### src/pms_pkg.sv
// Constants and types of the power mode sequencer
package pms_pkg;
  // ----------------------------------------------------------------
  // Timing
  // ----------------------------------------------------------------
  localparam int CLK_HZ = 10_000_000;
  localparam int GATE_HZ = 100_000;
  localparam int DEB_MS = 20;
  localparam int FLY_MS = 5;
  localparam int BOOT_US = 10;
  localparam int MONTH3_DAYS = 90;
  localparam int REFRESH_H = 16;
  localparam int FAST_H = 6;
  localparam int TOPOFF_H = 2;
  localparam int TRICKLE_H = 48;
  localparam logic [23:0] BOOT_CYC = 24'(CLK_HZ / 1_000_000 * BOOT_US);
  localparam logic [6:0] GATE_TOP = 7'(CLK_HZ / GATE_HZ - 1);
  localparam logic [6:0] DUTY_RST = 7'h32;
  // ----------------------------------------------------------------
  // Levels: request in 0.1 V steps of 3.3 V, battery in 10 mV codes
  // ----------------------------------------------------------------
  localparam logic [5:0] REQ_TOP = 6'h20;
  localparam logic [5:0] REQ_FAST = 6'h00;
  localparam logic [5:0] REQ_TOPOFF = 6'h0F;
  localparam logic [5:0] REQ_TRICKLE = 6'h17;
  localparam logic [5:0] REQ_NONE = 6'h1B;
  localparam logic [5:0] REQ_OFF = 6'h21;
  localparam logic [9:0] BATV_LOW = 10'h190;
  localparam logic [9:0] BATV_FAST = 10'h208;
  localparam logic [9:0] DV_DROP = 10'h002;
  localparam logic [7:0] CYCLES_MAX = 8'h32;
  // ----------------------------------------------------------------
  // Register port
  // ----------------------------------------------------------------
  localparam logic [3:0] ADDR_CTRL = 4'h0;
  localparam logic [3:0] ADDR_STAT = 4'h4;
  localparam logic [3:0] ADDR_PCYC = 4'h8;
  localparam logic [3:0] ADDR_DUTY = 4'hC;
  localparam int CTRL_START = 0;
  localparam int CTRL_ACK = 1;
  // ----------------------------------------------------------------
  // Types
  // ----------------------------------------------------------------
  typedef enum logic [2:0] {
    M_IDLE = 3'b000, M_OFF = 3'b001, M_BOOT = 3'b010, M_MASK = 3'b011,
    M_CHARGE = 3'b100, M_OPCHG = 3'b101, M_OPER = 3'b110
  } pms_mode_e;
  typedef enum logic [2:0] {
    C_OFF = 3'b000, C_FAST = 3'b001, C_TOPOFF = 3'b010,
    C_TRICKLE = 3'b011, C_DONE = 3'b100
  } pms_chg_e;
  typedef enum logic [1:0] {
    R_NONE = 2'b00, R_CHG1 = 2'b01, R_DIS = 2'b10, R_CHG2 = 2'b11
  } pms_ref_e;
  typedef struct packed {
    logic s1;
    logic s2;
    logic level;
    logic [23:0] cnt;
  } pms_sync_s;
  typedef struct packed {
    logic sg;
    logic av;
    logic on;
    logic key_q;
    logic bp_q;
    pms_mode_e mode;
    logic [23:0] tmr;
    logic [23:0] sec_cnt;
    logic prompt;
    logic pend;
    logic [7:0] pcyc;
    logic [23:0] month;
    pms_ref_e rf;
    logic [23:0] ref_cnt;
    pms_chg_e chg;
    logic [23:0] chg_cnt;
    logic [9:0] peak;
    logic [6:0] duty;
    logic [6:0] gcnt;
    logic gate;
    logic [5:0] rcnt;
    logic req;
    logic run;
    logic [15:0] rdata;
  } pms_top_s;
endpackage

### src/pms_sync.sv
// Two-stage synchroniser with optional debounce filter
`timescale 1ns/1ps
module pms_sync #(
  parameter logic [23:0] DEB_CYC = 24'h000001
) (
  input wire logic i_ref_clk,
  input wire logic i_sys_rst,
  input wire logic i_async,
  output logic o_level
);
  pms_pkg::pms_sync_s s;
  pms_pkg::pms_sync_s n;

  // ----------------------------------------------------------------
  // Filter
  // ----------------------------------------------------------------
  // Only the second stage feeds the filter, never the first
  always_comb begin
    n = s;
    n.s1 = i_async;
    n.s2 = s.s1;
    if (s.s2 == s.level) begin
      n.cnt = '0;
    end else if (s.cnt >= DEB_CYC - 24'h1) begin
      n.level = s.s2;
      n.cnt = '0;
    end else begin
      n.cnt = s.cnt + 24'h1;
    end
  end

  always_ff @(posedge i_ref_clk) begin
    if (i_sys_rst) begin
      s <= '0;
    end else begin
      s <= n;
    end
  end

  assign o_level = s.level;
endmodule

### src/pms_top.sv
// Power mode sequencer: supply supervision, modes, charging, refresh
//
// Our own choices: strobed register access and the register offsets.
`timescale 1ns/1ps
module pms_top #(
  parameter logic [23:0] DEB_CYC = 24'(pms_pkg::CLK_HZ / 1000 *
                                        pms_pkg::DEB_MS),
  parameter logic [23:0] FLY_CYC = 24'(pms_pkg::CLK_HZ / 1000 *
                                        pms_pkg::FLY_MS),
  parameter logic [23:0] SEC_CYC = 24'(pms_pkg::CLK_HZ),
  parameter logic [23:0] MONTH3_S = 24'(pms_pkg::MONTH3_DAYS * 86400),
  parameter logic [23:0] REFRESH_S = 24'(pms_pkg::REFRESH_H * 3600),
  parameter logic [23:0] FAST_S = 24'(pms_pkg::FAST_H * 3600),
  parameter logic [23:0] TOPOFF_S = 24'(pms_pkg::TOPOFF_H * 3600),
  parameter logic [23:0] TRICKLE_S = 24'(pms_pkg::TRICKLE_H * 3600)
) (
  input wire logic i_ref_clk,
  input wire logic i_sys_rst,
  input wire logic i_backup_rail_ok,
  input wire logic i_adapter_ok,
  input wire logic i_onoff_key,
  input wire logic i_key_up,
  input wire logic i_key_right,
  input wire logic i_battery_present,
  input wire logic i_firmware_valid,
  input wire logic i_batv_valid,
  input wire logic [9:0] i_battery_voltage_sense,
  input wire logic [3:0] i_addr,
  input wire logic [15:0] i_wdata,
  input wire logic i_wr,
  input wire logic i_rd,
  output logic [15:0] o_rdata,
  output logic o_supply_good,
  output logic o_adapter_valid,
  output logic o_converter_run,
  output logic o_charger_gate,
  output logic o_charge_current_request,
  output logic o_refresh_prompt,
  output logic [2:0] o_mode
);
  // ----------------------------------------------------------------
  // Input synchronisers
  // ----------------------------------------------------------------
  logic bk_ok;
  logic ad_ok;
  logic key;
  logic up;
  logic right;
  logic bat_in;

  pms_sync #(.DEB_CYC(24'h000001)) u_bk (
    .i_ref_clk(i_ref_clk), .i_sys_rst(i_sys_rst),
    .i_async(i_backup_rail_ok), .o_level(bk_ok));
  pms_sync #(.DEB_CYC(24'h000001)) u_ad (
    .i_ref_clk(i_ref_clk), .i_sys_rst(i_sys_rst),
    .i_async(i_adapter_ok), .o_level(ad_ok));
  pms_sync #(.DEB_CYC(DEB_CYC)) u_key (
    .i_ref_clk(i_ref_clk), .i_sys_rst(i_sys_rst),
    .i_async(i_onoff_key), .o_level(key));
  pms_sync #(.DEB_CYC(DEB_CYC)) u_up (
    .i_ref_clk(i_ref_clk), .i_sys_rst(i_sys_rst),
    .i_async(i_key_up), .o_level(up));
  pms_sync #(.DEB_CYC(DEB_CYC)) u_rt (
    .i_ref_clk(i_ref_clk), .i_sys_rst(i_sys_rst),
    .i_async(i_key_right), .o_level(right));
  pms_sync #(.DEB_CYC(DEB_CYC)) u_bat (
    .i_ref_clk(i_ref_clk), .i_sys_rst(i_sys_rst),
    .i_async(i_battery_present), .o_level(bat_in));

  // ----------------------------------------------------------------
  // State
  // ----------------------------------------------------------------
  localparam pms_pkg::pms_top_s RST = '{
    mode: pms_pkg::M_IDLE, rf: pms_pkg::R_NONE, chg: pms_pkg::C_OFF,
    duty: pms_pkg::DUTY_RST, gate: 1'b1, req: 1'b1, default: '0};

  pms_pkg::pms_top_s s;
  pms_pkg::pms_top_s n;
  logic sec;
  logic press;
  logic smp;
  logic low;
  logic enter;
  logic part;
  logic start;
  logic chg_en;
  logic [9:0] v;
  logic [5:0] level;

  always_comb begin
    n = s;
    n.sg = bk_ok;
    n.av = ad_ok;
    n.key_q = key;
    n.bp_q = bat_in;
    n.rdata = '0;
    v = i_battery_voltage_sense;
    smp = i_batv_valid;
    low = smp && (v < pms_pkg::BATV_LOW);
    sec = (s.sec_cnt >= SEC_CYC - 24'h1);
    press = key && !s.key_q;
    enter = 1'b0;
    part = 1'b0;
    start = i_wr && (i_addr == pms_pkg::ADDR_CTRL) &&
            i_wdata[pms_pkg::CTRL_START];
    n.sec_cnt = sec ? '0 : s.sec_cnt + 24'h1;
    // ----------------------------------------------------------------
    // Switch status and prompt acknowledge
    // ----------------------------------------------------------------
    if (press) begin
      n.on = !s.on;
    end
    if (i_wr && (i_addr == pms_pkg::ADDR_CTRL) &&
        i_wdata[pms_pkg::CTRL_ACK]) begin
      n.prompt = 1'b0;
    end
    // ----------------------------------------------------------------
    // Operating mode
    // ----------------------------------------------------------------
    unique case (s.mode)
      pms_pkg::M_IDLE: begin
        n.mode = pms_pkg::M_OFF;
      end
      pms_pkg::M_OFF: begin
        if (s.av || s.on) begin
          n.mode = pms_pkg::M_BOOT;
          n.tmr = '0;
        end
      end
      pms_pkg::M_BOOT: begin
        n.tmr = s.tmr + 24'h1;
        if (s.tmr >= pms_pkg::BOOT_CYC - 24'h1) begin
          if (!i_firmware_valid || (s.on && up && right)) begin
            n.mode = pms_pkg::M_MASK;
          end else if (s.av && s.on) begin
            n.mode = pms_pkg::M_OPCHG;
            enter = 1'b1;
          end else if (s.av) begin
            n.mode = pms_pkg::M_CHARGE;
          end else if (s.on) begin
            n.mode = pms_pkg::M_OPER;
            n.tmr = '0;
            enter = 1'b1;
          end else begin
            n.mode = pms_pkg::M_OFF;
          end
        end
      end
      pms_pkg::M_MASK: begin
        // Stays until switched off, or off with the adapter gone
        if ((press && s.on) || (!s.on && !s.av)) begin
          n.mode = pms_pkg::M_OFF;
        end
      end
      pms_pkg::M_CHARGE: begin
        if (s.on) begin
          n.mode = pms_pkg::M_OPCHG;
          enter = 1'b1;
        end else if (!s.av) begin
          n.mode = pms_pkg::M_OFF;
        end
      end
      pms_pkg::M_OPCHG: begin
        if (!s.on) begin
          n.mode = s.av ? pms_pkg::M_CHARGE : pms_pkg::M_OFF;
        end else if (!s.av) begin
          // Converter already running, no start-up window
          n.mode = pms_pkg::M_OPER;
          n.tmr = FLY_CYC;
        end
      end
      pms_pkg::M_OPER: begin
        if (s.tmr < FLY_CYC) begin
          n.tmr = s.tmr + 24'h1;
        end
        if (s.tmr < FLY_CYC && low) begin
          n.mode = pms_pkg::M_OFF;
          n.on = 1'b0;
        end else if (!s.on) begin
          n.mode = pms_pkg::M_OFF;
        end else if (s.av) begin
          n.mode = pms_pkg::M_OPCHG;
        end
      end
      default: begin
        n.mode = pms_pkg::M_IDLE;
      end
    endcase
    if (enter && s.pend) begin
      n.prompt = 1'b1;
    end
    n.run = (n.mode == pms_pkg::M_OPER) ||
            (n.mode == pms_pkg::M_OPCHG);
    // ----------------------------------------------------------------
    // Charge current selection
    // ----------------------------------------------------------------
    chg_en = s.av && (s.rf != pms_pkg::R_DIS) &&
             ((s.mode == pms_pkg::M_CHARGE) ||
              (s.mode == pms_pkg::M_OPCHG));
    if (sec) begin
      n.chg_cnt = s.chg_cnt + 24'h1;
    end
    if (!chg_en) begin
      n.chg = pms_pkg::C_OFF;
    end else begin
      unique case (s.chg)
        pms_pkg::C_OFF, pms_pkg::C_DONE: begin
          if (smp && v < pms_pkg::BATV_FAST) begin
            n.chg = pms_pkg::C_FAST;
            n.chg_cnt = '0;
            n.peak = v;
            part = (v >= pms_pkg::BATV_LOW);
          end else if (smp) begin
            n.chg = pms_pkg::C_DONE;
          end
        end
        pms_pkg::C_FAST: begin
          if (smp && v > s.peak) begin
            n.peak = v;
          end
          // Falling voltage after the peak marks a full battery
          if ((smp && s.peak > v && s.peak - v >= pms_pkg::DV_DROP) ||
              s.chg_cnt >= FAST_S) begin
            n.chg = pms_pkg::C_TOPOFF;
            n.chg_cnt = '0;
          end
        end
        pms_pkg::C_TOPOFF: begin
          if (s.chg_cnt >= TOPOFF_S) begin
            n.chg = pms_pkg::C_TRICKLE;
            n.chg_cnt = '0;
          end
        end
        pms_pkg::C_TRICKLE: begin
          if (s.chg_cnt >= TRICKLE_S) begin
            n.chg = pms_pkg::C_DONE;
          end
        end
        default: begin
          n.chg = pms_pkg::C_OFF;
        end
      endcase
    end
    // ----------------------------------------------------------------
    // Battery refresh
    // ----------------------------------------------------------------
    if (sec && s.rf != pms_pkg::R_NONE) begin
      n.ref_cnt = s.ref_cnt + 24'h1;
    end
    unique case (s.rf)
      pms_pkg::R_NONE: begin
        if (start && s.mode == pms_pkg::M_OPCHG) begin
          n.rf = pms_pkg::R_CHG1;
          n.ref_cnt = '0;
          n.chg = pms_pkg::C_FAST;
          n.chg_cnt = '0;
          n.peak = '0;
        end
      end
      pms_pkg::R_CHG1: begin
        if (s.chg == pms_pkg::C_TRICKLE) begin
          n.rf = pms_pkg::R_DIS;
        end
      end
      pms_pkg::R_DIS: begin
        if (low) begin
          n.rf = pms_pkg::R_CHG2;
          n.chg = pms_pkg::C_FAST;
          n.chg_cnt = '0;
          n.peak = '0;
        end
      end
      pms_pkg::R_CHG2: begin
        if (s.chg == pms_pkg::C_TRICKLE) begin
          n.rf = pms_pkg::R_NONE;
          n.pend = 1'b0;
          n.pcyc = '0;
          n.month = '0;
        end
      end
    endcase
    // Leaving the mode or overrunning the limit abandons the refresh
    if (s.rf != pms_pkg::R_NONE &&
        (s.mode != pms_pkg::M_OPCHG || s.ref_cnt >= REFRESH_S)) begin
      n.rf = pms_pkg::R_NONE;
    end
    // ----------------------------------------------------------------
    // Refresh triggers, after the clear so a new event wins
    // ----------------------------------------------------------------
    if (part) begin
      if (s.pcyc >= pms_pkg::CYCLES_MAX - 8'h01) begin
        n.pcyc = '0;
        n.pend = 1'b1;
      end else begin
        n.pcyc = s.pcyc + 8'h01;
      end
    end
    if (sec) begin
      if (s.month >= MONTH3_S - 24'h1) begin
        n.month = '0;
        n.pend = 1'b1;
      end else begin
        n.month = s.month + 24'h1;
      end
    end
    if (s.bp_q && !bat_in) begin
      n.pend = 1'b1;
    end
    // ----------------------------------------------------------------
    // Charger gate and charge current request waveforms
    // ----------------------------------------------------------------
    n.gcnt = (s.gcnt >= pms_pkg::GATE_TOP) ? '0 : s.gcnt + 7'h01;
    n.gate = !chg_en || (s.gcnt >= s.duty);
    unique case (s.chg)
      pms_pkg::C_FAST: level = pms_pkg::REQ_FAST;
      pms_pkg::C_TOPOFF: level = pms_pkg::REQ_TOPOFF;
      pms_pkg::C_TRICKLE: level = pms_pkg::REQ_TRICKLE;
      pms_pkg::C_DONE: level = pms_pkg::REQ_NONE;
      default: level = pms_pkg::REQ_OFF;
    endcase
    n.rcnt = (s.rcnt >= pms_pkg::REQ_TOP) ? '0 : s.rcnt + 6'h01;
    n.req = (s.rcnt < level);
    // ----------------------------------------------------------------
    // Register port
    // ----------------------------------------------------------------
    if (i_wr && i_addr == pms_pkg::ADDR_DUTY) begin
      n.duty = i_wdata[6:0];
    end
    if (i_rd) begin
      unique case (i_addr)
        pms_pkg::ADDR_STAT: n.rdata = {3'h0, s.run, s.av, s.chg, s.rf,
                                       s.prompt, s.pend, s.on, s.mode};
        pms_pkg::ADDR_PCYC: n.rdata = {8'h00, s.pcyc};
        pms_pkg::ADDR_DUTY: n.rdata = {9'h000, s.duty};
        default: n.rdata = '0;
      endcase
    end
    // ----------------------------------------------------------------
    // Supply good low holds the controller in reset
    // ----------------------------------------------------------------
    if (!s.sg) begin
      n = RST;
      n.sg = bk_ok;
      n.av = ad_ok;
      n.key_q = key;
      n.bp_q = bat_in;
    end
  end

  always_ff @(posedge i_ref_clk) begin
    if (i_sys_rst) begin
      s <= RST;
    end else begin
      s <= n;
    end
  end

  assign o_rdata = s.rdata;
  assign o_supply_good = s.sg;
  assign o_adapter_valid = s.av;
  assign o_converter_run = s.run;
  assign o_charger_gate = s.gate;
  assign o_charge_current_request = s.req;
  assign o_refresh_prompt = s.prompt;
  assign o_mode = s.mode;
endmodule

### config.mk
export PLATFORM = sky130hd
export DESIGN_NAME = pms_top
export DESIGN_NICKNAME = d
export VERILOG_FILES = /design/src/pms_pkg.sv /design/src/pms_sync.sv /design/src/pms_top.sv
export SDC_FILE = /design/constraint.sdc
export NUM_CORES = 1
export LEC_CHECK = 0
export BUFFER_PORTS_ARGS = -buffer_cell sky130_fd_sc_hd__buf_2
export CAP_MARGIN = 25
export CORE_MARGIN = 10
export CORE_UTILIZATION = 56
export DETAILED_ROUTE_END_ITERATION = 10
export GPL_TIMING_DRIVEN = 0
export MAX_ROUTING_LAYER = met4
export PLACE_DENSITY_LB_ADDON = 0.25
export SLEW_MARGIN = 20
export SYNTH_ARGS = -nofsm -noshare
export SYNTH_HDL_FRONTEND = slang
export SYNTH_SLANG_ARGS = --single-unit
export TNS_END_PERCENT = 100
### constraint.sdc
create_clock -name i_ref_clk -period 3.5 [get_ports i_ref_clk]
set_clock_uncertainty 0.15 [all_clocks]
set_input_delay 0.35 -clock i_ref_clk [delete_from_list [all_inputs] [get_ports i_ref_clk]]
set_output_delay 0.35 -clock i_ref_clk [all_outputs]
set_load 0.1 [all_outputs]
==> flow_metrics.py, run 1 <==
metrics = {
    "global_route": {
        "grt_first_pass_wirelength_um": 52200,
        "grt.overflow.total": 0,
        "grt_max_degree": 15,
        "grt_usage": 0.198,
        "first_global_vias": 11200,
        "antenna_found_initial": 0,
    },
    "logic_synthesis": {
        "dominantRegCellSynth": "sky130_fd_sc_hd__dfxtp_1",
        "distinct_cell_type_count_of_the_synthesized_netlist": 78,
        "avgSynthCellArea_um2": 8.56,
        "synth-edff-count": 0,
        "synth.ff_latch_count": 303,
        "yosysSeqAreaShare": 0.433,
        "postSynthCellCount": 1634,
        "synth_area_um2": 14000,
        "ys.warnings.count": 0,
        "synth-async-reset-ratio": 0,
    },
    "cts": {
        "cts.sink_count": 303,
        "htreeDepth": 2,
        "number_of_buffers_added_by_the_clock_tree_synthesis_step": 34,
        "clock_path_buffers": 3,
        "worst_skew_pair.late_latency_ns": 0.52,
        "clock_tree_from_tritoncts": "built",
        "postCtsSetupBuffers": 0,
        "clk_transition_reported_paths_ns": 0.06,
        "cts_root_buffer": "sky130_fd_sc_hd__clkbuf_16",
    },
    "power_and_ir_drop": {
        "ir_drop_mv": 0.428,
        "sw_frac_of_total": 0.206,
        "power_report.internal_total_w": 0.00581,
        "seq_power_share": 0.476,
        "power.leakage_nw": 5.83,
        "power_frac_clock": 0.502,
        "comb_power_share": 0.022,
        "p_switching_w": 0.00151,
        "power.density_cell_area_nw_per_um2": 453,
    },
    "critical_path": {
        "crit_path_frequent_cell": "sky130_fd_sc_hd__buf_2",
        "worstSetupPathType": "in -> reg",
        "critical-path-slowest-cell": "sky130_fd_sc_hd__or4_1",
        "cp-startpoint": "i_battery_voltage_sense[6]",
        "cp.required_ns": 3.78,
        "timing.critical_path.slowest_cell_delay_ns": 0.54,
        "crit_path_max_fanout": 10,
        "cp-end-kind": "flop",
        "regToRegSetupSlack_ns": 0.45,
        "critPathTopFamily": "buffers and inverters",
        "worst-endpoint-arrival_ns": 3.44,
        "worst_r2r_startpoint": "s[136]$_SDFF_PP0_",
        "timing.critical_path.cells": "dlygate4sd3_1 -> buf_2 -> inv_1 -> ha_1 -> clkbuf_1 -> nand2_1 -> nor2_1 -> a21oi_1 -> xnor2_1 -> or4_1 -> o21ai_2 -> a21oi_2 -> buf_2 -> nor3_1",
        "startpoint_kind_of_the_worst_setup_timing_path": "input port",
        "bufs_and_invs_on_worst_path": 5,
    },
    "timing": {
        "max_freq_mhz": 316,
        "worst_tran_pin_value_ns": 0.878,
        "unrepaired_setup_endpoints_after_global_routing": "no",
        "final-hold-violation-count": 0,
        "final_min_period_over_clock_period": 0.904,
        "timing.slew.headroom": 0.412,
        "maxSlewViolCount": 0,
        "timing.setup.tns_ns": 0,
        "fin_crit_ns": 3.16,
        "setup_viol": 0,
    },
    "floorplanning": {
        "die_w_um": 178,
        "start_util": 0.572,
        "boundaryPins": 67,
        "fp-row-count": 57,
        "coreArea_um2": 24500,
        "dieArea_um2": 31700,
        "dieHeight_um": 178,
    },
    "worst_hold_path": {
        "min-delay-path-class": "in -> reg",
        "holdCritStartpoint": "i_battery_voltage_sense[8]",
    },
    "detailed_routing": {
        "drt_pre_antenna_iters": 8,
        "drt_iter0_drc": 735,
        "route.vias.total": 11600,
        "ant_nets": 0,
        "wl_per_cell_um": 14.4,
        "post-route-drc-count": 0,
        "via_per_inst": 5.45,
        "detail_route.wirelength_um": 30500,
    },
    "final_layout": {
        "layout_commonest_cell": "sky130_fd_sc_hd__dfxtp_1",
        "syn_to_final_growth_pct": 15.5,
        "design.final.nets": 1863,
        "final_cells": 2121,
        "final_layout_size_suffix_gt1_frac": 0.0896,
        "n_antenna_cell": 0,
        "layout.cells.most_common_list": "sky130_fd_sc_hd__dfxtp_1, sky130_fd_sc_hd__nor2_1, sky130_fd_sc_hd__nand2_1",
    },
    "status": {
        "outcome": "finished clean",
    },
    "job": {
        "maxCapViolations": 0,
    },
    "place": {
        "place.port_buffers": 53,
        "dpl.cell_count": 2038,
        "place.detailed.hpwl_um": 21400,
        "place_congestion": 0.899,
    },
}
==> tightest hold or removal path: cells and delay by family <==
kind | cells | cell delay [ns]
multiplexers | 1 | 0.08
AND/OR/NAND/NOR | 1 | 0.10
buffers and inverters | 1 | 0.12
==> power groups by stage <==
stage	Sequential [W]	Combinational (W)	Clock (W)
final	0.00348	0.000163	0.00368
after global routing	0.00348	0.000180	0.00389
after CTS	0.00348	0.000161	0.00376
after detailed placement	0.00356	0.000140	0
after global placement	0.00356	0.000138	0
after floorplan	0.00356	0.0000911	0
==> layer usage <==
metal | global-route usage | part of all wire | wire, µm | vias up
met2 | 0.319 | 0.47 | 14200 | 267
met5 | - | 0 | 0 | -
met4 | 0.0632 | 0.023 | 686 | 0
met1 | 0.251 | 0.46 | 14100 | 5365
li1 | - | - | - | 5877
met3 | 0.0290 | 0.048 | 1460 | 54
==> layout make-up <==
| class | count | area, µm² |
|---|---|---|
| repair buffers | 76 | 490 |
| multi-input cells | 1225 | 7450 |
| clock inverters | 13 | 190 |
| fillers | 2038 | 8290 |
| flip-flops and latches | 303 | 6070 |
| plain buffers | 70 | 352 |
| inverters | 62 | 233 |
| well taps | 324 | 405 |
| clock buffers | 48 | 983 |
==> final timing paths <==
path	to	depth (start not counted)
max	s[69]$_SDFF_PP0_	14
min	s[47]$_SDFF_PP0_	3
max reg2reg	s[116]$_SDFFE_PP0P_	9
min reg2reg	u_rt.s[25]$_SDFF_PP0_	1
==> cell usage after synthesis, drive strengths merged, types with 3 or more instances <==
cell | count | area [µm²]
dfxtp | 303 | 6070
nor2 | 256 | 976
nand2 | 139 | 522
nand3 | 83 | 415
xnor2 | 82 | 718
xor2 | 79 | 692
inv | 62 | 233
o21ai | 60 | 304
nor3 | 54 | 280
a21oi | 52 | 268
and3 | 50 | 313
ha | 48 | 601
clkbuf | 40 | 150
nor2b | 31 | 194
buf | 30 | 201
nand4 | 29 | 181
nor4 | 24 | 169
mux2i | 21 | 210
and2 | 19 | 119
a31oi | 17 | 106
a22oi | 13 | 97.6
or3 | 11 | 68.8
nand2b | 10 | 70.1
and4 | 9 | 78.8
nand3b | 9 | 67.6
o211ai | 9 | 67.6
or4 | 8 | 63.8
a211oi | 7 | 52.6
a41oi | 7 | 61.3
o311ai | 7 | 61.3
o31ai | 6 | 45.0
mux2 | 5 | 56.3
a2111oi | 4 | 35.0
a21o | 4 | 30.0
nor3b | 4 | 30.0
or2 | 4 | 25.0
a311oi | 3 | 26.3
a31o | 3 | 26.3
o21a | 3 | 22.5
o21bai | 3 | 22.5
o41ai | 3 | 52.6
==> state kept, by name, summed over array words and instances, names as in the netlist, 3 cells and up <==
signal,cells
u_up.s,25
s,167
u_rt.s,25
o_mode,3
o_rdata,13
u_bat.s,25
u_key.s,25
==> what timing repair did <==
item / 4_1_cts / 5_1_grt
hold buffers: 22 / 0
hold endpoints to repair: 22 / 0
resized for setup: 0 / 2
endpoints found under the setup margin: 0 / 8
==> cells by family after synthesis <==
family	synth area share
DFF	0.433
other	0.000268
AOI/OAI and AO/OA	0.102
buffers and inverters	0.0418
and+or+nand+nor	0.258
adders and majority gates	0.0443
muxes	0.0190
xor gates and xnor gates	0.101
==> through the flow <==
step	utilization	area (µm²)	power [W]	hold slack [ns]	setup slack, ns
global placement	0.603	14800	0.00369	0.269	0.251
finish	0.661	16200	0.00732	0.0343	0.338
detailed placement	0.604	14800	0.00370	0.274	0.231
CTS	0.661	16200	0.00740	0.0132	0.215
floorplan	-	14100	0.00365	0.263	0.474
global route	0.661	16200	0.00756	0.0691	0.115
Note: power is estimated with default switching activity, not from simulation.
==> inputs of run 2 (changes only) <==
- CELL_PAD_IN_SITES_DETAIL_PLACEMENT: default -> 1
- CELL_PAD_IN_SITES_GLOBAL_PLACEMENT: default -> 2
- CORE_UTILIZATION: 56 -> 38
==> flow_metrics.py, run 2 (synthesis results as in run 1) <==
metrics = {
    "cts": {
        "htreeDepth": 2,
        "clk_transition_reported_paths_ns": 0.06,
        "clock_tree_from_tritoncts": "built",
        "number_of_buffers_added_by_the_clock_tree_synthesis_step": 37,
        "cts.sink_count": 303,
        "worst_skew_pair.late_latency_ns": 0.53,
        "clock_path_buffers": 3,
        "cts_root_buffer": "sky130_fd_sc_hd__clkbuf_16",
    },
    "floorplanning": {
        "coreArea_um2": 36400,
        "die_w_um": 212,
        "boundaryPins": 67,
        "fp-row-count": 70,
        "dieArea_um2": 44900,
        "dieHeight_um": 212,
        "start_util": 0.384,
    },
    "power_and_ir_drop": {
        "sw_frac_of_total": 0.214,
        "seq_power_share": 0.462,
        "power.leakage_nw": 5.86,
        "power_frac_clock": 0.516,
        "power.density_cell_area_nw_per_um2": 459,
        "ir_drop_mv": 0.264,
        "p_switching_w": 0.00161,
        "power_report.internal_total_w": 0.00593,
        "comb_power_share": 0.022,
    },
    "timing": {
        "unrepaired_setup_endpoints_after_global_routing": "no",
        "max_freq_mhz": 312,
        "setup_viol": 0,
        "maxSlewViolCount": 0,
        "timing.setup.tns_ns": 0,
        "final_min_period_over_clock_period": 0.915,
        "fin_crit_ns": 3.20,
        "timing.slew.headroom": 0.410,
        "final-hold-violation-count": 0,
        "timing.hold.ws_ns": 0.0935,
        "worst_tran_pin_value_ns": 0.881,
    },
    "final_layout": {
        "layout.cells.most_common_list": "sky130_fd_sc_hd__dfxtp_1, sky130_fd_sc_hd__nor2_1, sky130_fd_sc_hd__nand2_1",
        "n_antenna_cell": 0,
        "design.final.nets": 1867,
        "n_fill_cell": 4358,
        "max_reg_flops": 167,
        "final_layout_size_suffix_gt1_frac": 0.0915,
        "final_cells": 2272,
        "registers.top_by_ff_count": "s",
        "syn_to_final_growth_pct": 17.4,
        "layout_commonest_cell": "sky130_fd_sc_hd__dfxtp_1",
    },
    "place": {
        "place.port_buffers": 53,
        "place.detailed.hpwl_um": 25800,
        "dpl.cell_count": 2182,
        "place_congestion": 0.819,
    },
    "critical_path": {
        "cp.required_ns": 3.79,
        "worst_r2r_startpoint": "s[189]$_SDFF_PP0_",
        "worstSetupPathType": "in -> reg",
        "crit_path_max_fanout": 10,
        "regToRegEndpoint": "s[163]$_SDFFE_PP0P_",
        "cp-startpoint": "i_battery_voltage_sense[3]",
        "worst-endpoint-arrival_ns": 3.49,
        "cp-end-kind": "flop",
        "path_depth_of_the_worst_reg2reg_path": 12,
        "endpoint": "s[68]$_SDFF_PP0_",
        "startpoint_kind_of_the_worst_setup_timing_path": "input port",
        "regToRegSetupSlack_ns": 0.48,
    },
    "global_route": {
        "grt_usage": 0.163,
        "grt_max_degree": 13,
        "antenna_found_initial": 1,
        "grt_first_pass_wirelength_um": 59600,
        "first_global_vias": 11800,
        "grt.overflow.total": 0,
    },
    "status": {
        "outcome": "finished clean",
    },
    "worst_hold_path": {
        "whs_path_depth": 5,
        "min-delay-path-class": "in -> reg",
    },
    "detailed_routing": {
        "via_per_inst": 5.13,
        "ant_nets": 0,
        "post-route-drc-count": 0,
        "drt_pre_antenna_iters": 4,
        "route.vias.total": 11700,
        "drt_iter0_drc": 408,
        "wl_per_cell_um": 15.7,
        "detail_route.wirelength_um": 35700,
    },
    "job": {
        "maxCapViolations": 0,
    },
}
## run 2: power groups by stage
stage | sequential, W | clock [W] | combinational (W)
final | 0.00348 | 0.00390 | 0.000166
after global routing | 0.00348 | 0.00418 | 0.000183
after CTS | 0.00348 | 0.00402 | 0.000165
after detailed placement | 0.00356 | 0 | 0.000144
after global placement | 0.00356 | 0 | 0.000142
after floorplan | 0.00356 | 0 | 0.0000911
## run 2: timing repair
item | CTS | global route
hold buffers | 23 | 0
hold endpoints to repair | 23 | 0
buffers inserted | 0 | 0
gates resized for setup | 0 | 2
endpoints found under the setup margin | 0 | 3
## run 2: routing by layer
layer / global-route usage / share of wire / wire length [µm] / up-vias
met5: - / 0 / 0 / -
met4: 0.0357 / 0.016 / 575 / 0
met3: 0.0268 / 0.034 / 1220 / 43
met2: 0.269 / 0.47 / 16600 / 121
met1: 0.207 / 0.48 / 17300 / 5617
li1: - / - / - / 5879
## run 2: metrics by stage
stage	util	instance area (µm²)	total power [W]	worst slack [ns]
finish	0.451	16400	0.00755	0.297
global placement	0.410	14900	0.00370	0.248
detailed placement	0.410	14900	0.00370	0.147
CTS	0.451	16400	0.00767	0.181
global route	0.451	16400	0.00784	0.0805
floorplan	-	14100	0.00365	0.474
## run 2: worst max-delay path, cell delays in order
cell and delay (ns):
sky130_fd_sc_hd__dlygate4sd3_1 0.52, sky130_fd_sc_hd__buf_2 0.12, sky130_fd_sc_hd__inv_1 0.04, sky130_fd_sc_hd__ha_1 0.26
sky130_fd_sc_hd__buf_2 0.17, sky130_fd_sc_hd__nand2_1 0.10, sky130_fd_sc_hd__a21o_1 0.18, sky130_fd_sc_hd__a211oi_1 0.32
sky130_fd_sc_hd__o211ai_1 0.15, sky130_fd_sc_hd__or4_1 0.43, sky130_fd_sc_hd__o21ai_2 0.25, sky130_fd_sc_hd__a21oi_2 0.16
sky130_fd_sc_hd__buf_2 0.22, sky130_fd_sc_hd__nor3_1 0.20
## run 2: cell type report
cell class	count	area (µm²)	share of cell area
Multi-Input combinational cell	1225	7450	0.453
Sequential cell	303	6070	0.369
Clock buffer	53	1090	0.0662
Tap cell	468	586	0.0356
Timing Repair Buffer	77	500	0.0305
Buffer	70	352	0.0214
Inverter	62	233	0.0142
Clock inverter	14	160	0.00974
## run 2: how the worst min path moves through the flow
stage               slack [ns]                      start                             to
finish                    0.09                  i_addr[2]  o_refresh_prompt$_SDFFE_PP0P_
global route              0.11                  i_addr[2]  o_refresh_prompt$_SDFFE_PP0P_
CTS                       0.08                  i_addr[2]  o_refresh_prompt$_SDFFE_PP0P_
detailed placement        0.28      u_up.n[25]$_SDFF_PP0_          u_up.s[25]$_SDFF_PP0_
global placement          0.27  u_bk.o_level$_SDFFE_PP0P_       o_supply_good$_SDFF_PP0_
floorplan                 0.26      u_bat.s[0]$_SDFF_PP0_          u_bat.s[0]$_SDFF_PP0_
==> inputs of run 3 (changes only) <==
- CORE_ASPECT_RATIO: default -> 0.8
==> flow_metrics.py, run 3 (synthesis results as in run 1) <==
metrics = {
    "timing": {
        "fin_crit_ns": 3.20,
        "worst_tran_pin_value_ns": 1.11,
        "setup_viol": 0,
        "max_freq_mhz": 312,
        "maxSlewViolCount": 0,
        "final-hold-violation-count": 0,
        "timing.slew.headroom": 0.260,
        "layout_setup_ws_ns": 0.296,
        "unrepaired_setup_endpoints_after_global_routing": "no",
        "final_min_period_over_clock_period": 0.915,
        "timing.setup.tns_ns": 0,
    },
    "floorplanning": {
        "dieArea_um2": 45000,
        "die_w_um": 235,
        "start_util": 0.387,
        "coreArea_um2": 36100,
        "boundaryPins": 67,
        "fp-row-count": 62,
        "dieHeight_um": 192,
    },
    "critical_path": {
        "path_depth_of_the_worst_reg2reg_path": 12,
        "startpoint_kind_of_the_worst_setup_timing_path": "input port",
        "crit_path_max_fanout": 10,
        "cp.required_ns": 3.79,
        "cp-end-kind": "flop",
        "worst_r2r_startpoint": "s[189]$_SDFF_PP0_",
        "worstSetupPathType": "in -> reg",
        "regToRegEndpoint": "s[172]$_SDFFE_PP0P_",
        "regToRegSetupSlack_ns": 0.39,
        "worst-endpoint-arrival_ns": 3.49,
    },
    "power_and_ir_drop": {
        "comb_power_share": 0.023,
        "p_switching_w": 0.00162,
        "power_frac_clock": 0.512,
        "sw_frac_of_total": 0.217,
        "ir_drop_mv": 0.314,
        "power.density_cell_area_nw_per_um2": 456,
        "power_report.internal_total_w": 0.00586,
        "power.leakage_nw": 5.83,
        "seq_power_share": 0.465,
    },
    "cts": {
        "clock_tree_from_tritoncts": "built",
        "clk_transition_reported_paths_ns": 0.06,
        "cts.sink_count": 303,
        "worst_skew_pair.late_latency_ns": 0.53,
        "number_of_buffers_added_by_the_clock_tree_synthesis_step": 35,
        "clock_path_buffers": 3,
        "cts_root_buffer": "sky130_fd_sc_hd__clkbuf_16",
        "htreeDepth": 2,
    },
    "place": {
        "place_worst_setup_slack_ns": 0.163,
        "place.detailed.hpwl_um": 26900,
        "place_congestion": 0.823,
        "place.port_buffers": 53,
    },
    "worst_hold_path": {
        "min-delay-path-class": "in -> reg",
        "whs_path_depth": 2,
        "hold_end": "u_up.s[25]$_SDFF_PP0_",
        "holdCritStartpoint": "i_sys_rst",
    },
    "final_layout": {
        "layout.cells.most_common_list": "sky130_fd_sc_hd__dfxtp_1, sky130_fd_sc_hd__nor2_1, sky130_fd_sc_hd__nand2_1",
        "n_antenna_cell": 0,
        "design.final.nets": 1864,
        "final_layout_size_suffix_gt1_frac": 0.0889,
        "finish.utilization": 0.454,
        "registers.top_by_ff_count": "s",
        "syn_to_final_growth_pct": 17.2,
        "n_fill_cell": 4344,
        "layout_commonest_cell": "sky130_fd_sc_hd__dfxtp_1",
        "max_reg_flops": 167,
    },
    "job": {
        "maxCapViolations": 0,
    },
    "global_route": {
        "grt_max_degree": 14,
        "grt_first_pass_wirelength_um": 62600,
        "grt_usage": 0.172,
        "first_global_vias": 12100,
        "grt.overflow.total": 0,
        "antenna_found_initial": 0,
    },
    "detailed_routing": {
        "wl_per_cell_um": 16.3,
        "post-route-drc-count": 0,
        "drt_iter0_drc": 492,
        "ant_nets": 0,
        "route.vias.total": 11700,
        "drt_pre_antenna_iters": 4,
        "via_per_inst": 5.14,
        "detail_route.wirelength_um": 37100,
    },
    "status": {
        "outcome": "finished clean",
    },
}
run 3: changes by cell type in the layout (fill, tap and decap cells not counted), moves of 2 or more:
| cell | before | now |
|---|---|---|
| sky130_fd_sc_hd__clkinv_2 | 7 | 2 |
| sky130_fd_sc_hd__inv_6 | 1 | 3 |
| sky130_fd_sc_hd__clkbuf_16 | 39 | 36 |
| sky130_fd_sc_hd__clkbuf_8 | 6 | 9 |
run 3: worst max path at each step:
stage / endpoint / startpoint / slack, ns
finish: s[59]$_SDFF_PP0_ / i_battery_voltage_sense[3] / 0.30
global route: s[65]$_SDFF_PP0_ / i_battery_voltage_sense[3] / 0.07
CTS: s[45]$_SDFF_PP0_ / i_battery_voltage_sense[5] / 0.17
detailed placement: s[45]$_SDFF_PP0_ / i_battery_voltage_sense[5] / 0.16
global placement: s[53]$_SDFF_PP0_ / i_battery_voltage_sense[5] / 0.26
floorplan: s[167]$_SDFFE_PP0P_ / o_adapter_valid$_SDFF_PP0_ / 0.47
run 3: through the flow:
stage	total power [W]	cell area, µm²	hold slack, ns	cells
final	0.00748	16400	0.0840	2280
after floorplan	0.00365	14100	0.263	1660
after global placement	0.00370	15000	0.265	2193
after global routing	0.00775	16400	0.134	2280
after CTS	0.00759	16400	0.0693	2280
after detailed placement	0.00371	15000	0.275	2193
run 3: power by group through the flow:
| stage | combinational (W) | sequential (W) | clock, W |
|---|---|---|---|
| 2_1_floorplan | 0.0000911 | 0.00356 | 0 |
| 3_3_place_gp | 0.000146 | 0.00356 | 0 |
| 3_5_place_dp | 0.000148 | 0.00356 | 0 |
| 4_1_cts | 0.000168 | 0.00348 | 0.00394 |
| 5_1_grt | 0.000187 | 0.00348 | 0.00408 |
| 6_report | 0.000169 | 0.00348 | 0.00383 |
run 3: critical path, stage by stage:
cell                            delay, ns
sky130_fd_sc_hd__dlygate4sd3_1       0.52
sky130_fd_sc_hd__buf_2               0.14
sky130_fd_sc_hd__inv_1               0.05
sky130_fd_sc_hd__ha_1                0.26
sky130_fd_sc_hd__buf_2               0.17
sky130_fd_sc_hd__nand2_1             0.09
sky130_fd_sc_hd__a21o_1              0.19
sky130_fd_sc_hd__a211oi_1            0.32
sky130_fd_sc_hd__o211ai_1            0.15
sky130_fd_sc_hd__or4_1               0.43
sky130_fd_sc_hd__o21ai_2             0.24
sky130_fd_sc_hd__a21oi_2             0.16
sky130_fd_sc_hd__buf_2               0.22
sky130_fd_sc_hd__nor3_1              0.20
run 3: routing by layer:
metal	wire length, µm	vias to the layer above	GRT usage
met1	18400	5672	0.226
met3	1140	47	0.0251
met2	17000	115	0.276
met5	0	-	-
met4	605	0	0.0389
li1	-	5879	-
run 3: cell type report:
| cell class | count | area (µm²) | share of cell area |
|---|---|---|---|
| clock inverters | 10 | 150 | 0.00915 |
| repair buffers | 76 | 495 | 0.0302 |
| multi-input cells | 1225 | 7450 | 0.454 |
| clock buffers | 54 | 1060 | 0.0645 |
| flip-flops and latches | 303 | 6070 | 0.370 |
| inverters | 62 | 233 | 0.0142 |
| well taps | 480 | 601 | 0.0366 |
| plain buffers | 70 | 352 | 0.0214 |
run 3: what timing repair did:
item                                    4_1_cts  5_1_grt
endpoints found under the setup margin        0       42
gates resized for setup                       0        2
hold endpoints to repair                     23        0
hold buffers                                 23        0
buffers inserted                              0        0
